[src/hdl/urx_consts.svh]
// Behaviour
// RQ1: receive-complete flag high while buffer holds characters
// RQ2: disabling receiver flushes buffer, clears flag
// RQ3: interrupt requested while enabled and flag set
// RQ4: data read pops oldest character
// RQ5: error flags travel with each buffered character
// RQ6: writes to error flag bits are ignored
// RQ7: software writes zeros to error flag bits
// RQ8: error flags never raise an interrupt
// RQ9: frame error mirrors first stop bit
// RQ10: only first stop bit is checked
// RQ11: overrun on start with full buffer, shifter waiting
// RQ12: overrun cleared when shifter moves into buffer
// RQ13: parity checked only when enabled; odd/even select
// RQ14: parity error only if checked and failed
// RQ15: disabling receiver abandons frame at once
// RQ16: disabled receiver releases the receive pin
// RQ17: software flushes by reading data until empty
// RQ18: sample at 16x, or 8x in double speed
// RQ19: first low sample is 1; vote centre three
// RQ20: majority high rejects start as noise
// RQ21: bit phase realigned on every valid start
// RQ22: each bit decided by centre-sample majority
// RQ23: odd select zero means even parity
// RQ24: buffer is two-deep first-in first-out
`ifndef URX_CONSTS_SVH
`define URX_CONSTS_SVH

`define URX_ADDR_W 12
`define URX_CTRL_OFF 12'h000
`define URX_STAT_OFF 12'h004
`define URX_DATA_OFF 12'h008
`define URX_BAUD_OFF 12'h00c

`define URX_CTRL_W 7
`define URX_CTRL_RST 7'h00
`define URX_C_EN 0
`define URX_C_RCIRQ 1
`define URX_C_DS 2
`define URX_C_PEN 3
`define URX_C_PODD 4
`define URX_C_STOP2 5
`define URX_C_GIE 6

`define URX_S_RXC 0
`define URX_S_FERR 1
`define URX_S_DOR 2
`define URX_S_PERR 3

`define URX_BAUD_RST 16'h0000

`define URX_SPB_NORM 5'h10
`define URX_SPB_DBL 5'h08
`define URX_MID_NORM 5'h08
`define URX_MID_DBL 5'h04
`define URX_LAST_BIT 4'h7

`define URX_ENT_W 11
`define URX_E_FERR 8
`define URX_E_DOR 9
`define URX_E_PERR 10
`define URX_FIFO_FULL 2'h2

`endif

[src/hdl/urx_pkg.sv]
package urx_pkg;
  typedef enum logic [2:0] {
    urx_st_idle = 3'b000,
    urx_st_start = 3'b001,
    urx_st_data = 3'b010,
    urx_st_parity = 3'b011,
    urx_st_stop = 3'b100
  } urx_state_t;
endpackage : urx_pkg

[src/hdl/urx_link_if.sv]
`timescale 1ns/1ps
`default_nettype none
interface urx_link_if;
  logic serial_line;
  modport rx_end (input serial_line);
  modport tx_end (output serial_line);
endinterface : urx_link_if
`default_nettype wire

[src/hdl/urx_receiver.sv]
// Added by the designer: register access over APB and the register offsets.
`timescale 1ns/1ps
`default_nettype none
`include "urx_consts.svh"
module urx_receiver
  import urx_pkg::*;
(
  input wire logic pclk,
  input wire logic presetn,
  input wire logic psel,
  input wire logic penable,
  input wire logic pwrite,
  input wire logic [`URX_ADDR_W-1:0] paddr,
  input wire logic [31:0] pwdata,
  output logic [31:0] prdata,
  output logic pready,
  output logic pslverr,
  output logic rxc_irq,
  output logic rxd_pin_claimed,
  urx_link_if.rx_end link
);

  function automatic logic maj3(input logic a, input logic b, input logic c);
    maj3 = (a & b) | (a & c) | (b & c);
  endfunction : maj3

  function automatic logic addr_known(input logic [`URX_ADDR_W-1:0] a);
    addr_known = (a == `URX_CTRL_OFF) || (a == `URX_STAT_OFF) ||
                 (a == `URX_DATA_OFF) || (a == `URX_BAUD_OFF);
  endfunction : addr_known

  logic [`URX_CTRL_W-1:0] ctrl_r;
  logic [15:0] baud_div_r;
  logic [15:0] div_cnt_r;
  logic tick;
  logic rxd_s1_r;
  logic rxd_s2_r;
  logic line_prev_r;
  urx_state_t state_r;
  logic [4:0] cnt_r;
  logic [4:0] idx;
  logic [4:0] spb;
  logic [4:0] mid;
  logic [3:0] bit_r;
  logic [1:0] votes_r;
  logic [7:0] shift_r;
  logic par_r;
  logic vote_now;
  logic maj;
  logic start_ok;
  logic frame_done;
  logic frame_take;
  logic en;
  logic [`URX_ENT_W-1:0] fifo_mem [0:1];
  logic rd_ptr_r;
  logic wr_ptr_r;
  logic [1:0] count_r;
  logic [`URX_ENT_W-1:0] head;
  logic rxc;
  logic pop;
  logic push;
  logic waiting_r;
  logic [9:0] hold_r;
  logic dor_pend_r;
  logic wr_acc;
  logic rd_acc;
  logic [31:0] rd_val;

  ////////////////////////////////////////////////////////////////////////
  // register access

  assign en = ctrl_r[`URX_C_EN];
  assign wr_acc = psel & penable & pwrite;
  assign rd_acc = psel & penable & ~pwrite;
  assign pready = 1'b1;
  assign rxd_pin_claimed = en; // see RQ16

  always_ff @(posedge pclk or negedge presetn) begin
    if (!presetn) begin
      ctrl_r <= `URX_CTRL_RST;
    end else if (wr_acc && paddr == `URX_CTRL_OFF) begin
      ctrl_r <= pwdata[`URX_CTRL_W-1:0];
    end
  end

  always_ff @(posedge pclk or negedge presetn) begin
    if (!presetn) begin
      baud_div_r <= `URX_BAUD_RST;
    end else if (wr_acc && paddr == `URX_BAUD_OFF) begin
      baud_div_r <= pwdata[15:0];
    end
  end

  // status writes land nowhere: error flags only follow the buffer
  always_comb begin // see RQ6
    rd_val = 32'h0000_0000;
    unique case (paddr)
      `URX_CTRL_OFF: rd_val[`URX_CTRL_W-1:0] = ctrl_r;
      `URX_STAT_OFF: begin
        rd_val[`URX_S_RXC] = rxc; // see RQ1
        rd_val[`URX_S_FERR] = rxc & head[`URX_E_FERR]; // see RQ9
        rd_val[`URX_S_DOR] = rxc & head[`URX_E_DOR];
        rd_val[`URX_S_PERR] = rxc & head[`URX_E_PERR]; // see RQ14
      end
      `URX_DATA_OFF: rd_val[7:0] = rxc ? head[7:0] : 8'h00;
      `URX_BAUD_OFF: rd_val[15:0] = baud_div_r;
      default: rd_val = 32'h0000_0000;
    endcase
  end

  // captured in setup so the access phase sees the pre-pop entry
  always_ff @(posedge pclk or negedge presetn) begin
    if (!presetn) begin
      prdata <= 32'h0000_0000;
      pslverr <= 1'b0;
    end else if (psel && !penable) begin
      prdata <= pwrite ? 32'h0000_0000 : rd_val;
      pslverr <= ~addr_known(paddr);
    end
  end

  // error flags deliberately have no path here
  always_ff @(posedge pclk or negedge presetn) begin
    if (!presetn) begin
      rxc_irq <= 1'b0;
    end else begin
      // see RQ8
      rxc_irq <= ctrl_r[`URX_C_RCIRQ] & ctrl_r[`URX_C_GIE] & rxc; // see RQ3
    end
  end

  ////////////////////////////////////////////////////////////////////////
  // line sampling

  always_ff @(posedge pclk or negedge presetn) begin
    if (!presetn) begin
      rxd_s1_r <= 1'b1;
      rxd_s2_r <= 1'b1;
    end else begin
      rxd_s1_r <= link.serial_line;
      rxd_s2_r <= rxd_s1_r;
    end
  end

  // one sample tick per divider wrap
  assign tick = (div_cnt_r == baud_div_r);

  always_ff @(posedge pclk or negedge presetn) begin
    if (!presetn) begin
      div_cnt_r <= 16'h0000;
    end else if (tick) begin
      div_cnt_r <= 16'h0000;
    end else begin
      div_cnt_r <= div_cnt_r + 16'h0001;
    end
  end

  always_ff @(posedge pclk or negedge presetn) begin
    if (!presetn) begin
      line_prev_r <= 1'b1;
    end else if (!en) begin
      line_prev_r <= 1'b1;
    end else if (tick) begin
      line_prev_r <= rxd_s2_r;
    end
  end

  ////////////////////////////////////////////////////////////////////////
  // start detection and bit recovery

  assign spb = ctrl_r[`URX_C_DS] ? `URX_SPB_DBL : `URX_SPB_NORM; // see RQ18
  assign mid = ctrl_r[`URX_C_DS] ? `URX_MID_DBL : `URX_MID_NORM;
  assign idx = cnt_r + 5'h01;
  assign vote_now = tick && (state_r != urx_st_idle) &&
                    (idx == mid + 5'h02); // see RQ19
  assign maj = maj3(votes_r[1], votes_r[0], rxd_s2_r); // see RQ22
  assign start_ok = vote_now && (state_r == urx_st_start) && !maj;
  // stop bit ends the frame at its vote: early next start is legal
  assign frame_done = vote_now && (state_r == urx_st_stop); // see RQ10

  always_ff @(posedge pclk or negedge presetn) begin
    if (!presetn) begin
      state_r <= urx_st_idle;
      cnt_r <= 5'h00;
      bit_r <= 4'h0;
    end else if (!en) begin
      state_r <= urx_st_idle; // see RQ15
      cnt_r <= 5'h00;
      bit_r <= 4'h0;
    end else if (tick) begin
      if (state_r != urx_st_idle) begin
        cnt_r <= (idx == spb) ? 5'h00 : idx;
      end
      unique case (state_r)
        urx_st_idle: begin
          if (line_prev_r && !rxd_s2_r) begin
            state_r <= urx_st_start; // see RQ21
            cnt_r <= 5'h01;
          end
        end
        urx_st_start: begin
          if (vote_now && maj) begin
            state_r <= urx_st_idle; // see RQ20
            cnt_r <= 5'h00;
          end else if (idx == spb) begin
            state_r <= urx_st_data;
            bit_r <= 4'h0;
          end
        end
        urx_st_data: begin
          if (idx == spb) begin
            bit_r <= bit_r + 4'h1;
            if (bit_r == `URX_LAST_BIT) begin
              state_r <= ctrl_r[`URX_C_PEN] ? urx_st_parity : urx_st_stop;
            end
          end
        end
        urx_st_parity: begin
          if (idx == spb) begin
            state_r <= urx_st_stop;
          end
        end
        urx_st_stop: begin
          if (vote_now) begin
            state_r <= urx_st_idle;
            cnt_r <= 5'h00;
          end
        end
        default: begin
          state_r <= urx_st_idle;
          cnt_r <= 5'h00;
        end
      endcase
    end
  end

  always_ff @(posedge pclk or negedge presetn) begin
    if (!presetn) begin
      votes_r <= 2'b11;
      shift_r <= 8'h00;
      par_r <= 1'b0;
    end else if (tick && state_r != urx_st_idle) begin
      if (idx == mid || idx == mid + 5'h01) begin
        votes_r <= {votes_r[0], rxd_s2_r};
      end
      if (vote_now && state_r == urx_st_data) begin
        shift_r <= {maj, shift_r[7:1]};
      end
      if (vote_now && state_r == urx_st_parity) begin
        par_r <= maj;
      end
    end
  end

  ////////////////////////////////////////////////////////////////////////
  // shifter hold stage and two-entry buffer

  assign rxc = (count_r != 2'h0);
  assign head = fifo_mem[rd_ptr_r];
  assign pop = rd_acc && (paddr == `URX_DATA_OFF) && rxc; // see RQ4
  assign push = waiting_r && (count_r != `URX_FIFO_FULL || pop);
  // a frame finishing while the shifter still waits is the lost one
  assign frame_take = frame_done && (!waiting_r || push);

  always_ff @(posedge pclk or negedge presetn) begin
    if (!presetn) begin
      waiting_r <= 1'b0;
      hold_r <= 10'h000;
    end else if (!en) begin
      waiting_r <= 1'b0;
    end else if (frame_take) begin
      waiting_r <= 1'b1;
      // even: data^par must be 0, odd: must be 1
      hold_r <= {ctrl_r[`URX_C_PEN] &
                 (^shift_r ^ par_r ^ ~ctrl_r[`URX_C_PODD] ^ 1'b1),
                 ~maj, shift_r}; // see RQ13 see RQ23 see RQ9
    end else if (push) begin
      waiting_r <= 1'b0;
    end
  end

  always_ff @(posedge pclk or negedge presetn) begin
    if (!presetn) begin
      dor_pend_r <= 1'b0;
    end else if (!en) begin
      dor_pend_r <= 1'b0;
    end else if (start_ok && waiting_r && count_r == `URX_FIFO_FULL && !pop) begin
      dor_pend_r <= 1'b1; // see RQ11
    end else if (push) begin
      dor_pend_r <= 1'b0; // see RQ12
    end
  end

  always_ff @(posedge pclk) begin
    if (push) begin
      fifo_mem[wr_ptr_r] <= {hold_r[9], dor_pend_r, hold_r[8:0]}; // see RQ5
    end
  end

  always_ff @(posedge pclk or negedge presetn) begin
    if (!presetn) begin
      rd_ptr_r <= 1'b0;
      wr_ptr_r <= 1'b0;
      count_r <= 2'h0;
    end else if (!en) begin
      rd_ptr_r <= 1'b0; // see RQ2
      wr_ptr_r <= 1'b0;
      count_r <= 2'h0;
    end else begin
      rd_ptr_r <= rd_ptr_r ^ pop; // see RQ24
      wr_ptr_r <= wr_ptr_r ^ push;
      count_r <= count_r + {1'b0, push} - {1'b0, pop};
    end
  end

endmodule : urx_receiver
`default_nettype wire

[src/flat_wrapper.sv]
// flat-port wrapper written by rule: the top's interface ports become plain ports
module urx_receiver_flat import urx_pkg::*;
  (pclk, presetn, psel, penable, pwrite, paddr, pwdata, prdata, pready, pslverr, rxc_irq, rxd_pin_claimed, link_serial_line);
  urx_link_if link_i ();
  input wire logic pclk;
  input wire logic presetn;
  input wire logic psel;
  input wire logic penable;
  input wire logic pwrite;
  input wire logic [`URX_ADDR_W-1:0] paddr;
  input wire logic [31:0] pwdata;
  output logic [31:0] prdata;
  output logic pready;
  output logic pslverr;
  output logic rxc_irq;
  output logic rxd_pin_claimed;
  input wire logic [$bits(link_i.serial_line)-1:0] link_serial_line;
  assign link_i.serial_line = link_serial_line;
  urx_receiver u_core (.pclk(pclk), .presetn(presetn), .psel(psel), .penable(penable), .pwrite(pwrite), .paddr(paddr), .pwdata(pwdata), .prdata(prdata), .pready(pready), .pslverr(pslverr), .rxc_irq(rxc_irq), .rxd_pin_claimed(rxd_pin_claimed), .link(link_i));
endmodule
[config.mk]
export PLATFORM = sky130hd
export DESIGN_NAME = urx_receiver_flat
export DESIGN_NICKNAME = d
export VERILOG_FILES = /design/src/hdl/urx_pkg.sv /design/src/hdl/urx_link_if.sv /design/src/hdl/urx_receiver.sv /design/src/flat_wrapper.sv
export VERILOG_INCLUDE_DIRS = /design/src /design/src/hdl
export SDC_FILE = /design/constraint.sdc
export NUM_CORES = 1
export LEC_CHECK = 0
export BUFFER_PORTS_ARGS = -buffer_cell sky130_fd_sc_hd__buf_4
export CAP_MARGIN = 10
export CORE_MARGIN = 2
export CORE_UTILIZATION = 52
export CTS_BUF_LIST = sky130_fd_sc_hd__clkbuf_4 sky130_fd_sc_hd__clkbuf_8 sky130_fd_sc_hd__clkbuf_16
export CTS_CLUSTER_DIAMETER = 80
export DETAILED_ROUTE_END_ITERATION = 7
export PLACE_DENSITY = 0.72
export SYNTH_ARGS = -nofsm -noshare
export SYNTH_HDL_FRONTEND = slang
export SYNTH_SLANG_ARGS = --single-unit
[constraint.sdc]
create_clock -name pclk -period 2.7 [get_ports pclk]
set_input_delay 0.54 -clock pclk [delete_from_list [all_inputs] [get_ports pclk]]
set_output_delay 0.54 -clock pclk [all_outputs]
set_load 0.1 [all_outputs]
==> summary.md, run 1 <==
| Metric | Value |
|---|---|
| Status | completed |
| First-pass GRT wire length | 20.05 mm |
| Cells after Synth | 515 |
| Final #Nets | 647 |
| Root Buffer | clkbuf_16 |
| WL final | 11.91 mm |
| CORE AREA | 0.01127 mm² |
| Synth top area share | 0.3958 |
| Clock slew at reported path FFs | 50 ps |
| HP Class | primary input to asynchronous set/reset pin |
| Total track usage | 0.2054 |
| Count of pins over their slew limit | 0 |
| Dpl ws | 68.78 ps |
| DR DRC count | 0 |
| Max Root-Sink Buffers | 2 |
| Die Y | 110.9 µm |
| Crit Path Class | register to register |
| Period utilisation layout | 0.9249 |
| Row cnt | 39 |
| I/O pins | 86 |
| Port bufs | 52 |
| EDFF count, synth | 22 |
| Maximum vdd drop | 0.0003514 V |
| Final HPWL DP | 8.499 mm |
| Async SR Flop Fraction | 0.8182 |
| Overall power | 4.287 mW |
| Startpoint types | register |
| Cells after DPL | 708 |
| FF+latch count, synth | 121 |
| Via count | 4093 |
| Clock Sinks | 121 |
| Ant diodes | 0 |
| Detailed Routing Iterations Pass 1 | 5 |
| Max Cap Viol | 0 |
| Synth Cell Area | 0.005943 mm² |
| CTS H-Tree Depth | 4 |
| Non-Filler Instances | 742 |
| CP required | 2980 ps |
| Main area contributors after synthesis | dfrtp_1 40%, edfxtp_1 11%, mux2_1 7.0%, xnor2_1 4.6%, mux2_2 2.8% |
| Starting DRT DRC Count | 271 |
| DR WL/cell | 16.05 µm |
| CTS tree | done |
| Placer congestion estimate | 0.8006 |
| Largest net degree at the start of global routing | 50 |
| Layout cells sized above 1 | 0.2321 |
| DP Area | 0.006536 mm² |
| Leakage | 3.290 nW |
| Area growth from synthesis to layout | 19.28% |
| CP Capture Type | register |
| Worst-skew pair later-pin latency | 410 ps |
| Max transition margin | 0.5750 |
| Arrival time at the worst endpoint | 2780 ps |
| Sequential fraction of the synthesis area | 0.5291 |
| Clock skew | 8.606 ps |
| Synth warn | 0 |
| Syn_area_per_cell | 11.54 µm² |
| Highest Clock Rate | 400.4 MHz |
| Yosys cell types | 67 |
| Final Critical Period | 2497 ps |
| Starting Density | 0.5273 |
| Antenna violations before repair | 0 |
| Setup TNS | 0 ps |
| Cell area power density | 604.7 mW/mm² |
| Remaining antenna violation count after routing | 0 |
| RSZ-0062 raised after global routing | no |
| Full die area | 0.01230 mm² |
| Count of final hold-check violations | 0 |
| CTS Buf Count | 17 |
| Final Instance Area | 0.007089 mm² |
| Number of global-route vias before repair | 4200 |
| Vias/cell | 5.516 |
| Worst slew pin tran | 637.5 ps |
| Worst-path fanout max | 11 |
| Yosys top cell by area | dfrtp_1 |
| GRT Residual Overflow | 0 |
| Setup violators final | 0 |
| Die width | 110.9 µm |
| Main synth FF type | dfrtp_1 |
| Final WS setup | 202.6 ps |
## what timing repair did
action                     in CTS  in global routing
setup endpoints to repair       0                 23
hold endpoints to repair        0                  0
setup buffers                   0                  3
gates resized for setup         0                  2
hold buffers                    0                  0
## per-stage QoR
step | hold slack [ps] | utilization
floorplan | 244.4 | -
global placement | 345.4 | 0.5799
detailed placement | 349.3 | 0.5799
CTS | 164.4 | 0.6266
global route | 196.8 | 0.6289
finish | 151.6 | 0.6289
## area by class of cell
cell class                      instances  area (µm²)
Sequential cell                       121        3144
Fill cell                             856        4183
Clock inverter                         10       52.55
Tap cell                              143       178.9
Clock buffer                           21       474.2
Multi-Input combinational cell        362        2597
Timing Repair Buffer                   76       608.1
Inverter                                9       33.78
## synthesized netlist by cell type (2+ instances only)
cell type / n
and3_1: 9
buf_6: 2
nor3b_1: 2
nor4_2: 2
mux2_1: 37
mux2_2: 15
nand4_1: 6
a22oi_1: 7
nor2_1: 31
nor2b_1: 7
inv_1: 9
buf_2: 5
edfxtp_1: 22
o211ai_1: 2
nand2_1: 40
o22ai_1: 3
o21ai_1: 10
conb_1: 2
a21o_1: 2
xnor2_1: 31
and2_1: 10
clkbuf_1: 13
dfrtp_1: 94
or3_1: 4
xor2_1: 14
nor4_1: 4
a21oi_1: 10
a22o_1: 8
o31ai_1: 4
or2_1: 2
ha_1: 10
buf_4: 17
a21boi_1: 6
o21ai_0: 11
nand3_1: 17
mux2i_1: 3
o21a_1: 2
dfstp_2: 5
nor3_1: 8
nand2b_1: 2
## where the power goes
group          switching (mW)  total, mW  internal, mW
clock network           0.767       2.00          1.23
logic                   0.271      0.401         0.130
registers              0.0167       1.89          1.87
## worst max-delay path, cell delays in order (launching register included)
cell and delay [ps]:
dfrtp_1 380, ha_2 260, and2_1 190, mux4_2 480
o221ai_1 350, nor3b_2 90, and2_2 280, mux2_1 330
## state kept, by name, indices dropped and copies added, names as in the netlist, 2 cells and up
name,cells
u_core.state_r,3
u_core.prdata,16
u_core.bit_r,4
u_core.cnt_r,5
u_core.votes_r,2
u_core.hold_r,10
u_core.ctrl_r,7
u_core.baud_div_r,16
u_core.div_cnt_r,16
u_core.fifo_mem,22
u_core.shift_r,8
u_core.count_r,2
## routing by layer
layer,vias up,GRT usage,wire length (µm)
met5,-,0,0
met4,0,0.08500,241
met3,25,0.05249,619
met2,120,0.3419,5942
met1,1991,0.2565,5108
li1,1957,-,-
## logic make-up after synthesis
kind of cell	Yosys count	synth area share
fa+ha+maj	11	0.02274
flops	121	0.5291
mux	56	0.1074
buf+inv	47	0.04400
simple gates	155	0.1398
compound gates	78	0.08948
xor+xnor	45	0.06632
other cells	2	0.001264
## worst paths after layout
path | start | end | slack, ps | cells past startpoint
min in group pclk | link_serial_line | u_core.rxd_s1_r | 240 | 1
worst min-delay path | presetn | u_core.prdata[2] | 150 | 1
worst max-delay path | u_core.cnt_r[0] | u_core.shift_r[3] | 200 | 7
worst min register to register | u_core.rxd_s1_r | u_core.rxd_s2_r | 360 | 0
worst max register to register | u_core.cnt_r[0] | u_core.shift_r[3] | 200 | 7
max in group asynchronous | presetn | u_core.rxd_s2_r | 1860 | 2
## cells in the final DEF (no fill, tap or decap), types with 3 or more instances in the layout
cell and count:
edfxtp_1 22, mux2i_1 3, nand3_1 17, buf_4 73, dfrtp_1 94, dfstp_2 5, a21boi_1 6, xor2_1 14
a21oi_1 10, clkinv_2 9, nor2b_1 7, clkbuf_8 3, o22ai_1 3, conb_1 17, or3_1 4, mux2_1 37
mux2_2 15, nor4_1 4, and3_1 9, a22oi_1 7, nor3_1 8, nand4_1 6, and2_1 9, clkbuf_16 17
nor2_1 31, nand2_1 40, xnor2_1 31, inv_1 9, buf_12 3, a22o_1 8, o21ai_1 10, ha_1 9
o21ai_0 11, o31ai_1 4
(Power assumes the default switching activity.)
==> inputs of run 2 (changes only) <==
Settings changed: CELL_PAD_IN_SITES_DETAIL_PLACEMENT set to 1, CELL_PAD_IN_SITES_GLOBAL_PLACEMENT set to 1, CORE_MARGIN 2 to unset, CORE_UTILIZATION 52 to 41, SLEW_MARGIN set to 20.
==> run 2 against run 1 <==
  * Global-route usage grew 0.76 points
  * Hold slack got worse by 11 ps
  * Core utilization fell by 12 points
  * Wire length grew 21%
  * Setup slack lost 55 ps
  * Count of clock-buffer cells in the layout increased by 1
  * Largest cell class unchanged
==> summary.md, run 2 (same netlist as run 1, synthesis figures left out) <==
| Metric | Value |
|---|---|
| Status | completed |
| Max Root-Sink Buffers | 2 |
| WL final | 14.37 mm |
| Highest Clock Rate | 391.9 MHz |
| Reg area | 0.003144 mm² |
| Worst slew pin tran | 637.4 ps |
| CP required | 3030 ps |
| Worst-path fanout max | 11 |
| Total track usage | 0.2130 |
| M3 GR Usage | 0.04740 |
| DR DRC count | 0 |
| Max reg flops | 22 |
| Cell area power density | 617.9 mW/mm² |
| FF-to-FF End | u_core.bit_r[0] |
| Placer congestion estimate | 0.7863 |
| FF-to-FF path depth | 8 |
| DR WL/cell | 18.51 µm |
| Vias/cell | 5.367 |
| Final #Nets | 643 |
| Full die area | 0.01498 mm² |
| Max Cap Viol | 0 |
| Worst R2R Start | u_core.cnt_r[1] |
| Largest net degree at the start of global routing | 47 |
| Detailed Routing Iterations Pass 1 | 4 |
| RSZ-0062 raised after global routing | no |
| Number of global-route vias before repair | 4616 |
| Clock skew | 7.135 ps |
| Clock Sinks | 121 |
| Most frequent cells in the layout | 94 x dfrtp_1, 68 x buf_4, 40 x nand2_1 |
| Crit Path Class | register to register |
| Arrival time at the worst endpoint | 2890 ps |
| I/O pins | 86 |
| Commonest non-fill, non-tap cell in the layout | dfrtp_1 |
| GRT Residual Overflow | 0 |
| Period utilisation layout | 0.9451 |
| Root Buffer | clkbuf_16 |
| CORE AREA | 0.01399 mm² |
| Count of final hold-check violations | 0 |
| Antenna violations before repair | 0 |
| Setup violators final | 0 |
| Most Crowded Layer GR | met2 |
| Cells after DPL | 744 |
| Area growth from synthesis to layout | 20.76% |
| Maximum vdd drop | 0.0003669 V |
| Final HPWL DP | 9.992 mm |
| HP Class | primary input to asynchronous set/reset pin |
| Starting DRT DRC Count | 186 |
| Top reg by flops | u_core.fifo_mem |
| Remaining antenna violation count after routing | 0 |
| Hold WS | 141.0 ps |
| Met1 GRT Util | 0.2421 |
| Via count | 4165 |
| Port bufs | 52 |
| DP Area | 0.006588 mm² |
| Met2 Use GR | 0.3908 |
| Startpoint types | register |
| CTS tree | done |
| Die width | 122.4 µm |
| First-pass GRT wire length | 23.95 mm |
| R2r setup slk | 150 ps |
| CP Capture Type | register |
| Worst-skew pair later-pin latency | 410 ps |
| Final Instance Area | 0.007177 mm² |
| Number of fill cells | 1484 |
| Max transition margin | 0.5751 |
| Die Y | 122.4 µm |
| Row cnt | 43 |
| Multi-input gate area | 0.002618 mm² |
| CTS Buf Count | 17 |
| Post-CTS Hold Fix Bufs | 0 |
| Leakage | 3.279 nW |
| Ant diodes | 0 |
| Layout cells sized above 1 | 0.2265 |
| CTS H-Tree Depth | 4 |
| Layout Utilization | 0.5131 |
| Starting Density | 0.4249 |
| Non-Filler Instances | 776 |
| Count of pins over their slew limit | 0 |
| Clock slew at reported path FFs | 50 ps |
| Final Critical Period | 2552 ps |
## run 2: worst max-delay path by stage
stage / startpoint / end / slack (ps) / depth (start not counted)
2_1_floorplan: u_core.cnt_r[0] / u_core.shift_r[7] / 180 / 9
3_3_place_gp: u_core.cnt_r[0] / u_core.shift_r[1] / 80 / 7
3_5_place_dp: u_core.cnt_r[0] / u_core.shift_r[7] / -50 / 7
4_1_cts: u_core.cnt_r[0] / u_core.shift_r[1] / 2 / 7
5_1_grt: u_core.cnt_r[1] / u_core.bit_r[0] / 4 / 8
6_report: u_core.cnt_r[1] / u_core.bit_r[0] / 150 / 8
## run 2: final cells by class
cell class                 instances  area share
clock inverter                    10     0.01430
sequential                       121      0.4381
multi-input combinational        362      0.3647
clock buffer                      22     0.06450
tap                              180     0.03138
inverter                           9    0.004707
timing repair buffer              72     0.08229
## run 2: what timing repair did
item                                    in CTS  in global routing
gates cloned                                 0                  0
endpoints found under the setup margin       8                 15
gates resized for setup                      1                  4
setup buffers                                0                  0
## run 2: layer usage
layer | share of wire | wire, µm | vias to the layer above
met3 | 0.037 | 538 | 17
met1 | 0.41 | 5872 | 2119
met2 | 0.54 | 7749 | 95
met4 | 0.014 | 204 | 0
met5 | 0 | 0 | -
li1 | - | - | 1934
## run 2: per-stage QoR
stage | power (mW) | setup slack, ps | TNS, ps
6_report | 4.435 | 148.1 | 0
5_1_grt | 4.579 | 3.939 | 0
4_1_cts | 4.484 | 2.479 | 0
3_5_place_dp | 2.303 | -46.02 | -298.6
3_3_place_gp | 2.297 | 77.72 | 0
2_1_floorplan | 2.169 | 180.7 | 0
## run 2: critical path: stages, from the launching register on
cell and delay, ps:
dfrtp_1 350, ha_2 310, nand3_2 120, xor2_2 190
nor4b_2 430, o21ai_2 150, or3_4 420, or3b_1 390
a21boi_1 130
## run 2: power by group
part / internal, mW / total [mW] / switching, mW / leakage [nW]
Combinational: 0.108 / 0.380 / 0.271 / 1.39
Clock: 1.39 / 2.17 / 0.776 / 0.271
Sequential: 1.87 / 1.89 / 0.0168 / 1.62
